$ cat config.mk
export PLATFORM = sky130hd
export DESIGN_NAME = rof_relay_select
export DESIGN_NICKNAME = d
export VERILOG_FILES = /design/src/logic/rof_pkg.sv /design/src/logic/rof_relay_select.sv
export VERILOG_INCLUDE_DIRS = /design/src /design/src/logic
export SDC_FILE = /design/constraint.sdc
export NUM_CORES = 1
export LEC_CHECK = 0
export BUFFER_PORTS_ARGS = -buffer_cell sky130_fd_sc_hd__buf_2
export CAP_MARGIN = 20
export CORE_MARGIN = 8
export CORE_UTILIZATION = 55
export CTS_CLUSTER_SIZE = 25
export DETAILED_ROUTE_END_ITERATION = 8
export PLACE_DENSITY_LB_ADDON = 0.2
export SETUP_SLACK_MARGIN = 0.15
export SLEW_MARGIN = 20
export SYNTH_ARGS = -nofsm -noshare
export SYNTH_HDL_FRONTEND = slang
export SYNTH_SLANG_ARGS = --single-unit
$ cat constraint.sdc
create_clock -name mclk_in -period 4.8 [get_ports mclk_in]
set_clock_uncertainty 0.1 [all_clocks]
set_input_delay 1.44 -clock mclk_in [delete_from_list [all_inputs] [get_ports mclk_in]]
set_output_delay 1.44 -clock mclk_in [all_outputs]
set_load 0.02 [all_outputs]
$ cat src/logic/rof_defines.svh
// Constants for the relay output function selector.
// Assumes inclusion by bare name from the logic folder.
`ifndef ROF_DEFINES_SVH
`define ROF_DEFINES_SVH
// Register byte offsets
`define ROF_SEL_OFS 12'h000
`define ROF_CUTOFF_OFS 12'h004
`define ROF_STATUS_OFS 12'h008
`define ROF_IRQ_STAT_OFS 12'h00c
`define ROF_IRQ_MASK_OFS 12'h010
`define ROF_RUNTIME_OFS 12'h014
// Reset values
`define ROF_SEL_RST 5'h11
`define ROF_CUTOFF_RST 32'hffffffff
// Selection codes
`define ROF_CODE_READY 5'h10
`define ROF_CODE_FAULT 5'h11
`define ROF_CODE_CUTOFF 5'h13
`define ROF_CODE_FWD 5'h14
`define ROF_CODE_REV 5'h15
`define ROF_CODE_SLEEP 5'h17
`define ROF_CODE_OVERP 5'h18
`define ROF_CODE_UNDERP 5'h19
`define ROF_CODE_PIPE_DRY 5'h1a
`define ROF_CODE_TANK_DRY 5'h1b
`define ROF_CODE_BURST 5'h1c
// Status and interrupt bit positions
`define ROF_BIT_RELAY 0
`define ROF_BIT_CUTOFF 1
`define ROF_BIT_FAULT 2
`define ROF_NUM_EVT 3
`endif

$ cat src/logic/rof_pkg.sv
// Types for the relay output function selector.
// Assumes rof_defines.svh supplies the constants.
`default_nettype none
package rof_pkg;
  // Drive conditions feeding the selector
  typedef struct packed {
    logic fault;
    logic bus_ok;
    logic run_inhibit;
    logic run_fwd;
    logic run_rev;
    logic water_app;
    logic sleep;
    logic overpressure;
    logic underpressure;
    logic pipe_dry;
    logic tank_dry;
    logic pipe_burst;
  } rof_cond_s;
endpackage
`default_nettype wire

$ cat src/logic/rof_relay_select.sv
// Relay output function selector with APB registers and interrupt.
// Assumes one clock, synchronous inputs, an APB master on the same clock.
`timescale 1ns/1ps
`include "rof_defines.svh"
`default_nettype none

module rof_relay_select
  import rof_pkg::*;
#(
  parameter int RUN_W = 32
) (
  input wire logic mclk_in,
  input wire logic rst_in,
  input wire logic clk_en_in,
  input wire logic psel_in,
  input wire logic penable_in,
  input wire logic pwrite_in,
  input wire logic [11:0] paddr_in,
  input wire logic [31:0] pwdata_in,
  output logic [31:0] prdata_out,
  output logic pready_out,
  output logic pslverr_out,
  input wire rof_cond_s cond_in,
  input wire logic [RUN_W-1:0] accumulated_run_time_counter_in,
  output logic relay_out,
  output logic irq_out
);

  // Elaboration check on counter width
  if (RUN_W < 1 || RUN_W > 32) begin : g_chk
    $error("RUN_W must be 1 to 32");
  end

  logic [4:0] sel_reg;
  logic [RUN_W-1:0] run_cutoff_time_setting_reg;
  logic [`ROF_NUM_EVT-1:0] irq_stat_reg;
  logic [`ROF_NUM_EVT-1:0] irq_mask_reg;
  logic [`ROF_NUM_EVT-1:0] evt_now;
  logic [`ROF_NUM_EVT-1:0] evt_prev_reg;
  logic relay_next;
  logic cutoff_hit;
  logic wr_acc;
  logic rd_acc;
  logic addr_ok;
  logic [31:0] rdata_next;

  assign wr_acc = psel_in && penable_in && pwrite_in && clk_en_in;
  assign rd_acc = psel_in && penable_in && !pwrite_in && clk_en_in;
  assign cutoff_hit = accumulated_run_time_counter_in >= run_cutoff_time_setting_reg;

  // Indication chosen by the stored selection code
  always_comb begin
    relay_next = 1'b0;
    unique case (sel_reg)
      `ROF_CODE_READY: relay_next = !cond_in.fault && cond_in.bus_ok && !cond_in.run_inhibit;
      `ROF_CODE_FAULT: relay_next = cond_in.fault;
      `ROF_CODE_CUTOFF: relay_next = cutoff_hit;
      `ROF_CODE_FWD: relay_next = cond_in.run_fwd;
      `ROF_CODE_REV: relay_next = cond_in.run_rev;
      `ROF_CODE_SLEEP: relay_next = cond_in.water_app && cond_in.sleep;
      `ROF_CODE_OVERP: relay_next = cond_in.water_app && cond_in.overpressure;
      `ROF_CODE_UNDERP: relay_next = cond_in.water_app && cond_in.underpressure;
      `ROF_CODE_PIPE_DRY: relay_next = cond_in.water_app && cond_in.pipe_dry;
      `ROF_CODE_TANK_DRY: relay_next = cond_in.water_app && cond_in.tank_dry;
      `ROF_CODE_BURST: relay_next = cond_in.water_app && cond_in.pipe_burst;
      default: relay_next = 1'b0;
    endcase
  end

  // Relay register follows indication each cycle that clock enable is high
  always_ff @(posedge mclk_in) begin
    if (rst_in) begin
      relay_out <= 1'b0;
    end else if (clk_en_in) begin
      relay_out <= relay_next;
    end
  end

  // Software written configuration
  always_ff @(posedge mclk_in) begin
    if (rst_in) begin
      sel_reg <= `ROF_SEL_RST;
      run_cutoff_time_setting_reg <= RUN_W'(`ROF_CUTOFF_RST);
      irq_mask_reg <= '0;
    end else if (wr_acc) begin
      if (paddr_in == `ROF_SEL_OFS) begin
        sel_reg <= pwdata_in[4:0];
      end
      if (paddr_in == `ROF_CUTOFF_OFS) begin
        run_cutoff_time_setting_reg <= pwdata_in[RUN_W-1:0];
      end
      if (paddr_in == `ROF_IRQ_MASK_OFS) begin
        irq_mask_reg <= pwdata_in[`ROF_NUM_EVT-1:0];
      end
    end
  end

  // Rising edges of relay, cutoff and fault are events
  assign evt_now = {cond_in.fault, cutoff_hit, relay_next};

  always_ff @(posedge mclk_in) begin
    if (rst_in) begin
      evt_prev_reg <= '0;
    end else if (clk_en_in) begin
      evt_prev_reg <= evt_now;
    end
  end

  // Sticky status, cleared by read; a new event wins over the clear
  always_ff @(posedge mclk_in) begin
    if (rst_in) begin
      irq_stat_reg <= '0;
    end else if (clk_en_in) begin
      if (rd_acc && paddr_in == `ROF_IRQ_STAT_OFS) begin
        irq_stat_reg <= evt_now & ~evt_prev_reg;
      end else begin
        irq_stat_reg <= irq_stat_reg | (evt_now & ~evt_prev_reg);
      end
    end
  end

  // Interrupt level from masked status
  always_ff @(posedge mclk_in) begin
    if (rst_in) begin
      irq_out <= 1'b0;
    end else if (clk_en_in) begin
      irq_out <= |(irq_stat_reg & irq_mask_reg);
    end
  end

  // Read data multiplexer and address decode
  always_comb begin
    rdata_next = 32'h00000000;
    addr_ok = 1'b1;
    unique case (paddr_in)
      `ROF_SEL_OFS: rdata_next[4:0] = sel_reg;
      `ROF_CUTOFF_OFS: rdata_next[RUN_W-1:0] = run_cutoff_time_setting_reg;
      `ROF_STATUS_OFS: rdata_next[`ROF_NUM_EVT-1:0] = evt_prev_reg;
      `ROF_IRQ_STAT_OFS: rdata_next[`ROF_NUM_EVT-1:0] = irq_stat_reg;
      `ROF_IRQ_MASK_OFS: rdata_next[`ROF_NUM_EVT-1:0] = irq_mask_reg;
      `ROF_RUNTIME_OFS: rdata_next[RUN_W-1:0] = accumulated_run_time_counter_in;
      default: addr_ok = 1'b0;
    endcase
  end

  // APB answer: no wait state, pready registered from setup
  always_ff @(posedge mclk_in) begin
    if (rst_in) begin
      pready_out <= 1'b0;
      pslverr_out <= 1'b0;
      prdata_out <= 32'h00000000;
    end else if (clk_en_in) begin
      pready_out <= psel_in && !penable_in;
      pslverr_out <= psel_in && !penable_in && !addr_ok;
      prdata_out <= (psel_in && !penable_in && !pwrite_in) ? rdata_next : 32'h00000000;
    end
  end

endmodule // rof_relay_select

`default_nettype wire

==> qor.yml, run 1 <==
logic_synthesis:
  yosysMostFrequentCell: "dfxtp_1"
  synth_edf_count: 0
  yosysTopAreaCell: "dfxtp_1"
  ys_warn_count: 0
  syn_area_um2: 4190
  avgSynthCellArea_um2: 8.67
  synth.ff_latch_count: 81
  async_flop_share_pct: 0
  seq_area_frac_synth_pct: 38.7
  synthesis.nets: 609
  synthFlopType: "dfxtp_1"
  netlist.area_leader.share_pct: 38.7
  synth.area.top_cells: "dfxtp_1, ha_1, a22oi_1"
  syn_inst: 483
  netlist_top_cells_count: "dfxtp_1, nand2_1, nor2_1"
  yosysUniqueCellTypes: 47
cts:
  cts-root-buf: "clkbuf_8"
  cts_resized: 0
  cts_max_path_buffers: 2
  clkSinkCount: 81
  cts_hold_buf: 0
  cts_buffers: 9
  h-tree-depth: 3
  cts_tree: "yes"
  worstSkewPairLatency_ns: 0.35
  post_cts_buffers: 0
  clk_pin_slew_ns: 0.08
setup_path:
  path_delay_family: "simple AND/OR/NAND/NOR gates"
  crit_slowest_cell: "nor3_4"
  ff2ff_setup_slack_ns: 2.61
  cp_data_required_time_ns: 4.94
  critPathMaxStageDelay_ns: 0.50
  crit_buf_inv: 2
  end_kind: "flop"
  start_kind: "input port"
  crit_cells: 7
  crit_fanout: 50
  arrival_ns: 3.34
  path_cells: "buf_2 -> nor4_4 -> nand4b_4 -> nor3_4 -> buf_12 -> nor2_1 -> a211o_1"
  r2r.worst_path.cells: 8
  critPathKind: "input port to flop"
pwr:
  leakage_nw: 2.43
  ir_worst_vdd_mv: 0.163
  powerDensity_nw_per_um2: 271
cells_and_area:
  ff_latch_area_um2: 1620
  diodes: 0
  multi_input_area_um2: 2300
  final_cells: 710
  fin_util_pct: 68.0
  nets: 729
  layout-drive-gt1-share_pct: 27.3
  syn_to_final_growth_pct: 22.8
  fillers: 639
drt:
  via_count: 3945
  dr.pass1.iters: 5
  postRouteAntennaNets: 0
  avgRoutedWirePerCell_um: 15.7
  drc: 0
  avgViaCountPerCell: 5.56
  first_iter_violations: 142
  routed_wirelength_um: 11100
global_route:
  grt_pass1_wl_um: 17700
  grt_overflow: 0
  grt_pass1_vias: 3826
  antenna_found_initial: 0
  grt_max_degree: 51
  gr-usage-all-layers_pct: 21.1
floorplan:
  core.rowCount: 32
  die_area_um2: 10700
  core-area_um2: 7570
  die_h_um: 103
  die_width_um: 103
  initial_core_util_pct: 55.4
  pin_count: 130
sta:
  slew_violations: 0
  final.min_clock_period_ns: 3.21
  fin_crit_sh_pct: 66.8
  max_freq_mhz: 312
  worst-slew-pin-transition_ns: 0.635
  rsz0062_at_grt: "no"
  finalSetupTns_ns: 0
  relSlewSlack_pct: 57.6
  worst_slack_ns: 1.59
  hold_viol_final: 0
  finalSetupViolCount: 0
status:
  outcome: "completed"
place:
  dpl.cell_count: 694
  io_buffers: 129
  post-place-ws_ns: 1.23
  gp_congestion: 0.875
  hpwlAfterDp_um: 8660
worst_hold_path:
  hold_path_class: "flop to flop"
  min_path_cells: 2
run:
  max-cap-violations: 0
-- logic make-up (layout without fill, tap and decap cells) --
group / Yosys count / after routing / share of synthesized area [%]
and+or+nand+nor: 146 / 146 / 17.0
muxes: 17 / 17 / 5.56
adders and majority gates: 32 / 32 / 9.56
DFF: 81 / 81 / 38.7
AOI/OAI and AO/OA: 142 / 142 / 22.8
buffers and inverters: 65 / 190 / 6.36
-- tightest hold or removal path, delay by kind of cell (launching register included) --
kind,cells,cell delay [ns]
flip-flops,1,0.33
AO/OA/AOI/OAI,1,0.05
AND/OR/NAND/NOR,1,0.04
-- power by group --
group | internal [mW] | total (mW) | switching [mW]
clock network | 0.359 | 0.605 | 0.246
registers | 0.675 | 0.678 | 0.00285
logic | 0.0500 | 0.113 | 0.0633
-- stage by stage --
| stage | power [mW] | instance area (um^2) | hold WS, ns |
|---|---|---|---|
| 6_report | 1.40 | 5150 | 0.352 |
| 5_1_grt | 1.45 | 5150 | 0.368 |
| 3_3_place_gp | 0.804 | 4900 | 0.333 |
| 2_1_floorplan | 0.744 | 4190 | 0.341 |
| 3_5_place_dp | 0.807 | 4900 | 0.339 |
| 4_1_cts | 1.40 | 5150 | 0.359 |
-- final timing paths --
| check | startpoint | to |
|---|---|---|
| hold reg to reg | prdata_out[20]$_SDFFE_PP0P_ | prdata_out[20]$_SDFFE_PP0P_ |
| hold / removal | prdata_out[20]$_SDFFE_PP0P_ | prdata_out[20]$_SDFFE_PP0P_ |
| setup reg to reg | run_cutoff_time_setting_reg[25]$_SDFFE_PP1P_ | irq_stat_reg[1]$_SDFFE_PP0P_ |
| setup / recovery | paddr_in[9] | run_cutoff_time_setting_reg[6]$_SDFFE_PP1P_ |
-- metal layers --
| metal | vias to the layer above | share of wire, % | GRT usage, % |
|---|---|---|---|
| met5 | - | 0 | 0 |
| met1 | 1787 | 42 | 25.8 |
| met4 | 0 | 2.0 | 8.12 |
| met3 | 22 | 8.4 | 4.42 |
| met2 | 166 | 48 | 35.4 |
| li1 | 1970 | - | - |
-- cell usage in the layout, fill, tap and decap left out, drive strengths merged, types with 8 or more instances in the layout --
cell type,count
buf,135
dfxtp,81
nand2,55
nor2,54
o21ai,41
inv,38
a22oi,33
ha,32
a211o,28
a21oi,21
mux2i,12
clkbuf,11
nand4,8
-- area by class of cell --
cell class / count / area share [%]
clock inverters: 5 / 1.99
multi-input cells: 337 / 44.8
well taps: 102 / 2.48
clock buffers: 11 / 2.75
flip-flops and latches: 81 / 31.5
repair buffers: 135 / 13.7
inverters: 39 / 2.84
Note: power is estimated with default switching activity, not from simulation.
==> run 2: changes to the inputs <==
CORE_UTILIZATION = 51   (was 55)
clock period = 3.3 ns   (was 4.8 ns; I/O delays follow)
==> run 2 against run 1 <==
Against the previous run: flip-flop and latch count unchanged; largest power group unchanged; setup slack lost 0.83 ns; cell count up 0.28%; utilization down 4.8 points; sequential share of layout area up 0.20 points; first-iteration DRC count grew 56%; worst hold slack got worse by 0.00057 ns.
==> qor.yml, run 2 (synthesized netlist as in run 1, its figures left out) <==
status:
  outcome: "completed"
drt:
  via_count: 3923
  wl_met2_um: 5580
  postRouteAntennaNets: 0
  wl_met3_um: 760
  top_layer_used: "met4"
  wl_met1_um: 5010
  dr.pass1.iters: 5
  routed_wirelength_um: 11500
  drc: 0
  avgRoutedWirePerCell_um: 16.1
  first_iter_violations: 222
  avgViaCountPerCell: 5.51
place:
  io_buffers: 129
  gp_congestion: 0.804
  hpwlAfterDp_um: 8600
cts:
  clkSinkCount: 81
  cts_resized: 0
  cts_hold_buf: 0
  cts_tree: "yes"
  clk_pin_slew_ns: 0.08
  post_cts_buffers: 0
  cts-root-buf: "clkbuf_8"
  cts_max_path_buffers: 2
  cts_buffers: 9
  worstSkewPairLatency_ns: 0.34
  h-tree-depth: 3
worst_hold_path:
  hold_path_class: "flop to flop"
  hold_start: "prdata_out[6]$_SDFFE_PP0P_"
  min_path_cells: 2
  hold_path_end: "prdata_out[6]$_SDFFE_PP0P_"
setup_path:
  r2r.worst_path.cells: 8
  rr_endpoint: "irq_stat_reg[0]$_SDFFE_PP0P_"
  crit_fanout: 4
  start_kind: "input port"
  ff2ff_setup_slack_ns: 1.16
  r2r-start: "run_cutoff_time_setting_reg[7]$_SDFFE_PP1P_"
  critPathKind: "input port to flop"
  arrival_ns: 2.64
  end_kind: "flop"
  cp_data_required_time_ns: 3.41
global_route:
  grt_pass1_vias: 4068
  grt_pass1_wl_um: 19100
  gr-usage-all-layers_pct: 20.4
  grt_max_degree: 64
  antenna_found_initial: 0
  grt_overflow: 0
pwr:
  sequentialPowerShare_pct: 52.5
  power.net_switching_mw: 0.436
  switching_share_pct: 23.2
  leakage_nw: 2.41
  clkPwrFrac_pct: 38.5
  power_frac_comb_pct: 8.9
  intPower_mw: 1.44
  ir_worst_vdd_mv: 0.259
  powerDensity_nw_per_um2: 367
sta:
  max_freq_mhz: 395
  rsz0062_at_grt: "no"
  finalSetupViolCount: 0
  worst-slew-pin-transition_ns: 0.537
  relSlewSlack_pct: 64.2
  hold_viol_final: 0
  slew_violations: 0
  finalSetupTns_ns: 0
  fin_crit_sh_pct: 76.8
  final.min_clock_period_ns: 2.53
floorplan:
  die_area_um2: 11400
  core.rowCount: 33
  core-area_um2: 8090
  pin_count: 130
  initial_core_util_pct: 51.8
  die_h_um: 107
  die_width_um: 107
cells_and_area:
  final_cell_mix: "buf_2, dfxtp_1, nand2_1"
  fin_util_pct: 63.2
  diodes: 0
  layout-drive-gt1-share_pct: 27.2
  syn_to_final_growth_pct: 22.1
  layout_commonest_cell: "buf_2"
  nets: 729
run:
  max-cap-violations: 0
-- run 2: cell types whose count changed in the layout (fill, tap and decap cells not counted) --
| cell | change |
|---|---|
| buf_4 | -1 |
| clkbuf_8 | +1 |
| clkinv_2 | +1 |
| bufinv_16 | -2 |
| clkinvlp_4 | -1 |
| buf_12 | +1 |
-- run 2: layer usage --
layer	up-vias	global-route usage [%]
met2	134	34.9
met1	1803	24.2
met4	0	6.73
met5	-	0
li1	1971	-
met3	15	5.34
-- run 2: through the flow --
| stage | hold slack [ns] | total power [mW] | area [um^2] | worst slack (ns) | std cells |
|---|---|---|---|---|---|
| detailed placement | 0.336 | 1.18 | 4920 | 0.428 | 697 |
| finish | 0.352 | 1.88 | 5110 | 0.766 | 712 |
| CTS | 0.356 | 1.90 | 5110 | 0.778 | 712 |
| floorplan | 0.341 | 1.08 | 4190 | 0.760 | 483 |
| global placement | 0.329 | 1.17 | 4920 | 0.509 | 697 |
| global route | 0.378 | 1.96 | 5110 | 0.569 | 712 |
-- run 2: power by group through the flow --
stage,clock [mW],combinational (mW),sequential [mW]
2_1_floorplan,0,0.0710,1.01
3_3_place_gp,0,0.165,1.01
3_5_place_dp,0,0.167,1.01
4_1_cts,0.742,0.168,0.986
5_1_grt,0.784,0.185,0.987
6_report,0.723,0.168,0.986
-- run 2: worst max path at each step --
stage / to / from / depth (start not counted)
after floorplan: sel_reg[0]$_SDFFE_PP1P_ / paddr_in[9] / 6
after global placement: evt_prev_reg[0]$_SDFFE_PP0P_ / accumulated_run_time_counter_in[7] / 8
after detailed placement: irq_stat_reg[0]$_SDFFE_PP0P_ / accumulated_run_time_counter_in[7] / 8
after CTS: irq_stat_reg[0]$_SDFFE_PP0P_ / accumulated_run_time_counter_in[7] / 8
after global routing: evt_prev_reg[0]$_SDFFE_PP0P_ / accumulated_run_time_counter_in[7] / 8
final: irq_stat_reg[0]$_SDFFE_PP0P_ / accumulated_run_time_counter_in[7] / 8
-- run 2: final cells by class --
| cell class | count | area [um^2] |
|---|---|---|
| clock inverters | 3 | 40.0 |
| flip-flops and latches | 81 | 1620 |
| clock buffers | 12 | 155 |
| fillers | 756 | 2980 |
| repair buffers | 135 | 716 |
| multi-input cells | 337 | 2300 |
| inverters | 39 | 146 |
| well taps | 105 | 131 |
-- run 2: critical path: stages --
cell      delay (ns)
buf_2           0.11
ha_1            0.32
a21oi_1         0.15
o21ai_0         0.12
a221oi_1        0.30
a21oi_1         0.10
nor3_1          0.37
o21ai_0         0.17
==> run 3: changes to the inputs <==
clock period = 2.5 ns   (was 3.3 ns; I/O delays follow)
==> run 3 against run 2 <==
Against the previous run: non-clock buffer count up 22; clock power grew 33%; critical path depth grew 1; count of clock-buffer cells in the layout unchanged.
==> qor.yml, run 3 (synthesized netlist as in run 1, its figures left out) <==
status:
  outcome: "completed"
cts:
  clkSinkCount: 81
  cts-root-buf: "clkbuf_8"
  clk_pin_slew_ns: 0.08
  cts_max_path_buffers: 2
  post_cts_buffers: 0
  cts_buffers: 9
  h-tree-depth: 3
  cts_tree: "yes"
  worstSkewPairLatency_ns: 0.34
pwr:
  power.net_switching_mw: 0.589
  switching_share_pct: 23.5
  leakage_nw: 2.53
  intPower_mw: 1.92
  sequentialPowerShare_pct: 52.0
  power_frac_comb_pct: 9.7
  clkPwrFrac_pct: 38.3
  powerDensity_nw_per_um2: 471
  ir_worst_vdd_mv: 0.286
global_route:
  gr-usage-all-layers_pct: 21.5
  antenna_found_initial: 0
  grt_pass1_vias: 4225
  grt_pass1_wl_um: 20000
  grt_overflow: 0
  grt_max_degree: 49
setup_path:
  crit_slowest_cell: "nor4_2"
  crit_cells: 9
  path_cells: "buf_2 -> ha_1 -> nand4_1 -> nor4_2 -> nand2_1 -> o31ai_2 -> nor3_1 -> buf_4 -> o31ai_2"
  cpMostUsedCell: "o31ai_2"
  crit_fanout: 4
  critPathMaxStageDelay_ns: 0.32
  path_delay_family: "simple AND/OR/NAND/NOR gates"
  crit_buf_inv: 2
  critPathKind: "input port to flop"
  start_kind: "input port"
  r2r.worst_path.cells: 9
  end_kind: "flop"
  ff2ff_setup_slack_ns: 0.38
  rr_endpoint: "irq_stat_reg[1]$_SDFFE_PP0P_"
  arrival_ns: 2.38
  r2r-start: "run_cutoff_time_setting_reg[25]$_SDFFE_PP1P_"
  cp_data_required_time_ns: 2.65
  crit_path_start: "accumulated_run_time_counter_in[25]"
  endpoint: "irq_stat_reg[1]$_SDFFE_PP0P_"
floorplan:
  core.rowCount: 33
  die_h_um: 107
  initial_core_util_pct: 51.8
  pin_count: 130
  core-area_um2: 8090
  die_width_um: 107
  die_area_um2: 11400
place:
  dpl.cell_count: 719
  io_buffers: 129
  place_area_um2: 5110
  hpwlAfterDp_um: 9120
  gp_congestion: 0.848
sta:
  relSlewSlack_pct: 70.8
  finalSetupViolCount: 0
  rsz0062_at_grt: "no"
  fin_crit_sh_pct: 89.1
  slew_violations: 0
  hold_viol_final: 0
  final.min_clock_period_ns: 2.23
  worst-slew-pin-transition_ns: 0.437
  max_freq_mhz: 449
  finalSetupTns_ns: 0
cells_and_area:
  layout_commonest_cell: "buf_2"
  fillers: 740
  nets: 751
  final_cell_mix: "buf_2, dfxtp_1, nand2_1"
  diodes: 0
  finalInstanceArea_um2: 5330
  syn_to_final_growth_pct: 27.1
  layout-drive-gt1-share_pct: 30.4
  final_cells: 734
drt:
  avgViaCountPerCell: 5.54
  drc: 0
  postRouteAntennaNets: 0
  routed_wirelength_um: 12000
  first_iter_violations: 181
  via_count: 4067
  dr.pass1.iters: 5
  avgRoutedWirePerCell_um: 16.4
run:
  max-cap-violations: 0
worst_hold_path:
  hold_path_class: "flop to flop"
-- run 3: per-layer routing --
metal  global-route usage, %  wire, um  vias up
met5                       0         0        -
met4                    8.04       216        0
met3                    4.38       859       18
met2                    36.4      5850      147
met1                    26.2      5090     1885
li1                        -         -     2017
-- run 3: power by group through the flow --
stage / registers (mW) / clock network, mW / logic, mW
2_1_floorplan: 1.33 / 0 / 0.0937
3_3_place_gp: 1.33 / 0 / 0.235
3_5_place_dp: 1.33 / 0 / 0.239
4_1_cts: 1.30 / 0.982 / 0.242
5_1_grt: 1.30 / 1.03 / 0.267
6_report: 1.30 / 0.961 / 0.243
-- run 3: layout make-up --
cell class                 count  area [um^2]  share of cell area [%]
sequential                    81         1620                    30.5
multi-input combinational    337         2320                    43.7
inverter                      39          146                    2.75
timing repair buffer         157          906                    17.0
tap                          105          131                    2.47
clock buffer                  12          155                    2.91
clock inverter                 3         40.0                   0.752
-- run 3: stage by stage --
stage	util, %	hold slack (ns)	setup WS [ns]	total power, mW
detailed placement	63.1	0.340	-0.196	1.57
global route	65.8	0.386	0.179	2.61
floorplan	-	0.341	0.200	1.43
CTS	65.5	0.360	0.150	2.53
global placement	63.1	0.331	-0.0861	1.57
finish	65.8	0.354	0.272	2.51
-- run 3: worst min path at each step --
| stage | start | cells after the start | slack, ns | end |
|---|---|---|---|---|
| 2_1_floorplan | evt_prev_reg[1]$_SDFFE_PP0P_ | 1 | 0.34 | irq_stat_reg[1]$_SDFFE_PP0P_ |
| 3_3_place_gp | prdata_out[30]$_SDFFE_PP0P_ | 2 | 0.33 | prdata_out[30]$_SDFFE_PP0P_ |
| 3_5_place_dp | prdata_out[6]$_SDFFE_PP0P_ | 2 | 0.34 | prdata_out[6]$_SDFFE_PP0P_ |
| 4_1_cts | prdata_out[6]$_SDFFE_PP0P_ | 2 | 0.36 | prdata_out[6]$_SDFFE_PP0P_ |
| 5_1_grt | prdata_out[20]$_SDFFE_PP0P_ | 2 | 0.39 | prdata_out[20]$_SDFFE_PP0P_ |
| 6_report | prdata_out[6]$_SDFFE_PP0P_ | 2 | 0.35 | prdata_out[6]$_SDFFE_PP0P_ |
-- run 3: worst register-to-register path, stage by stage, from the launching register on --
cell     delay (ns)
dfxtp_1        0.34
inv_1          0.06
ha_1           0.29
nand4_1        0.15
nor4_2         0.32
nand2_1        0.13
o31ai_2        0.19
nor3_1         0.08
buf_4          0.15
o31ai_2        0.21
-- run 3: repair_timing --
action                     in CTS  in global routing
setup endpoints to repair       0                  4
resized for setup               0                  4
hold buffers                    0                  0
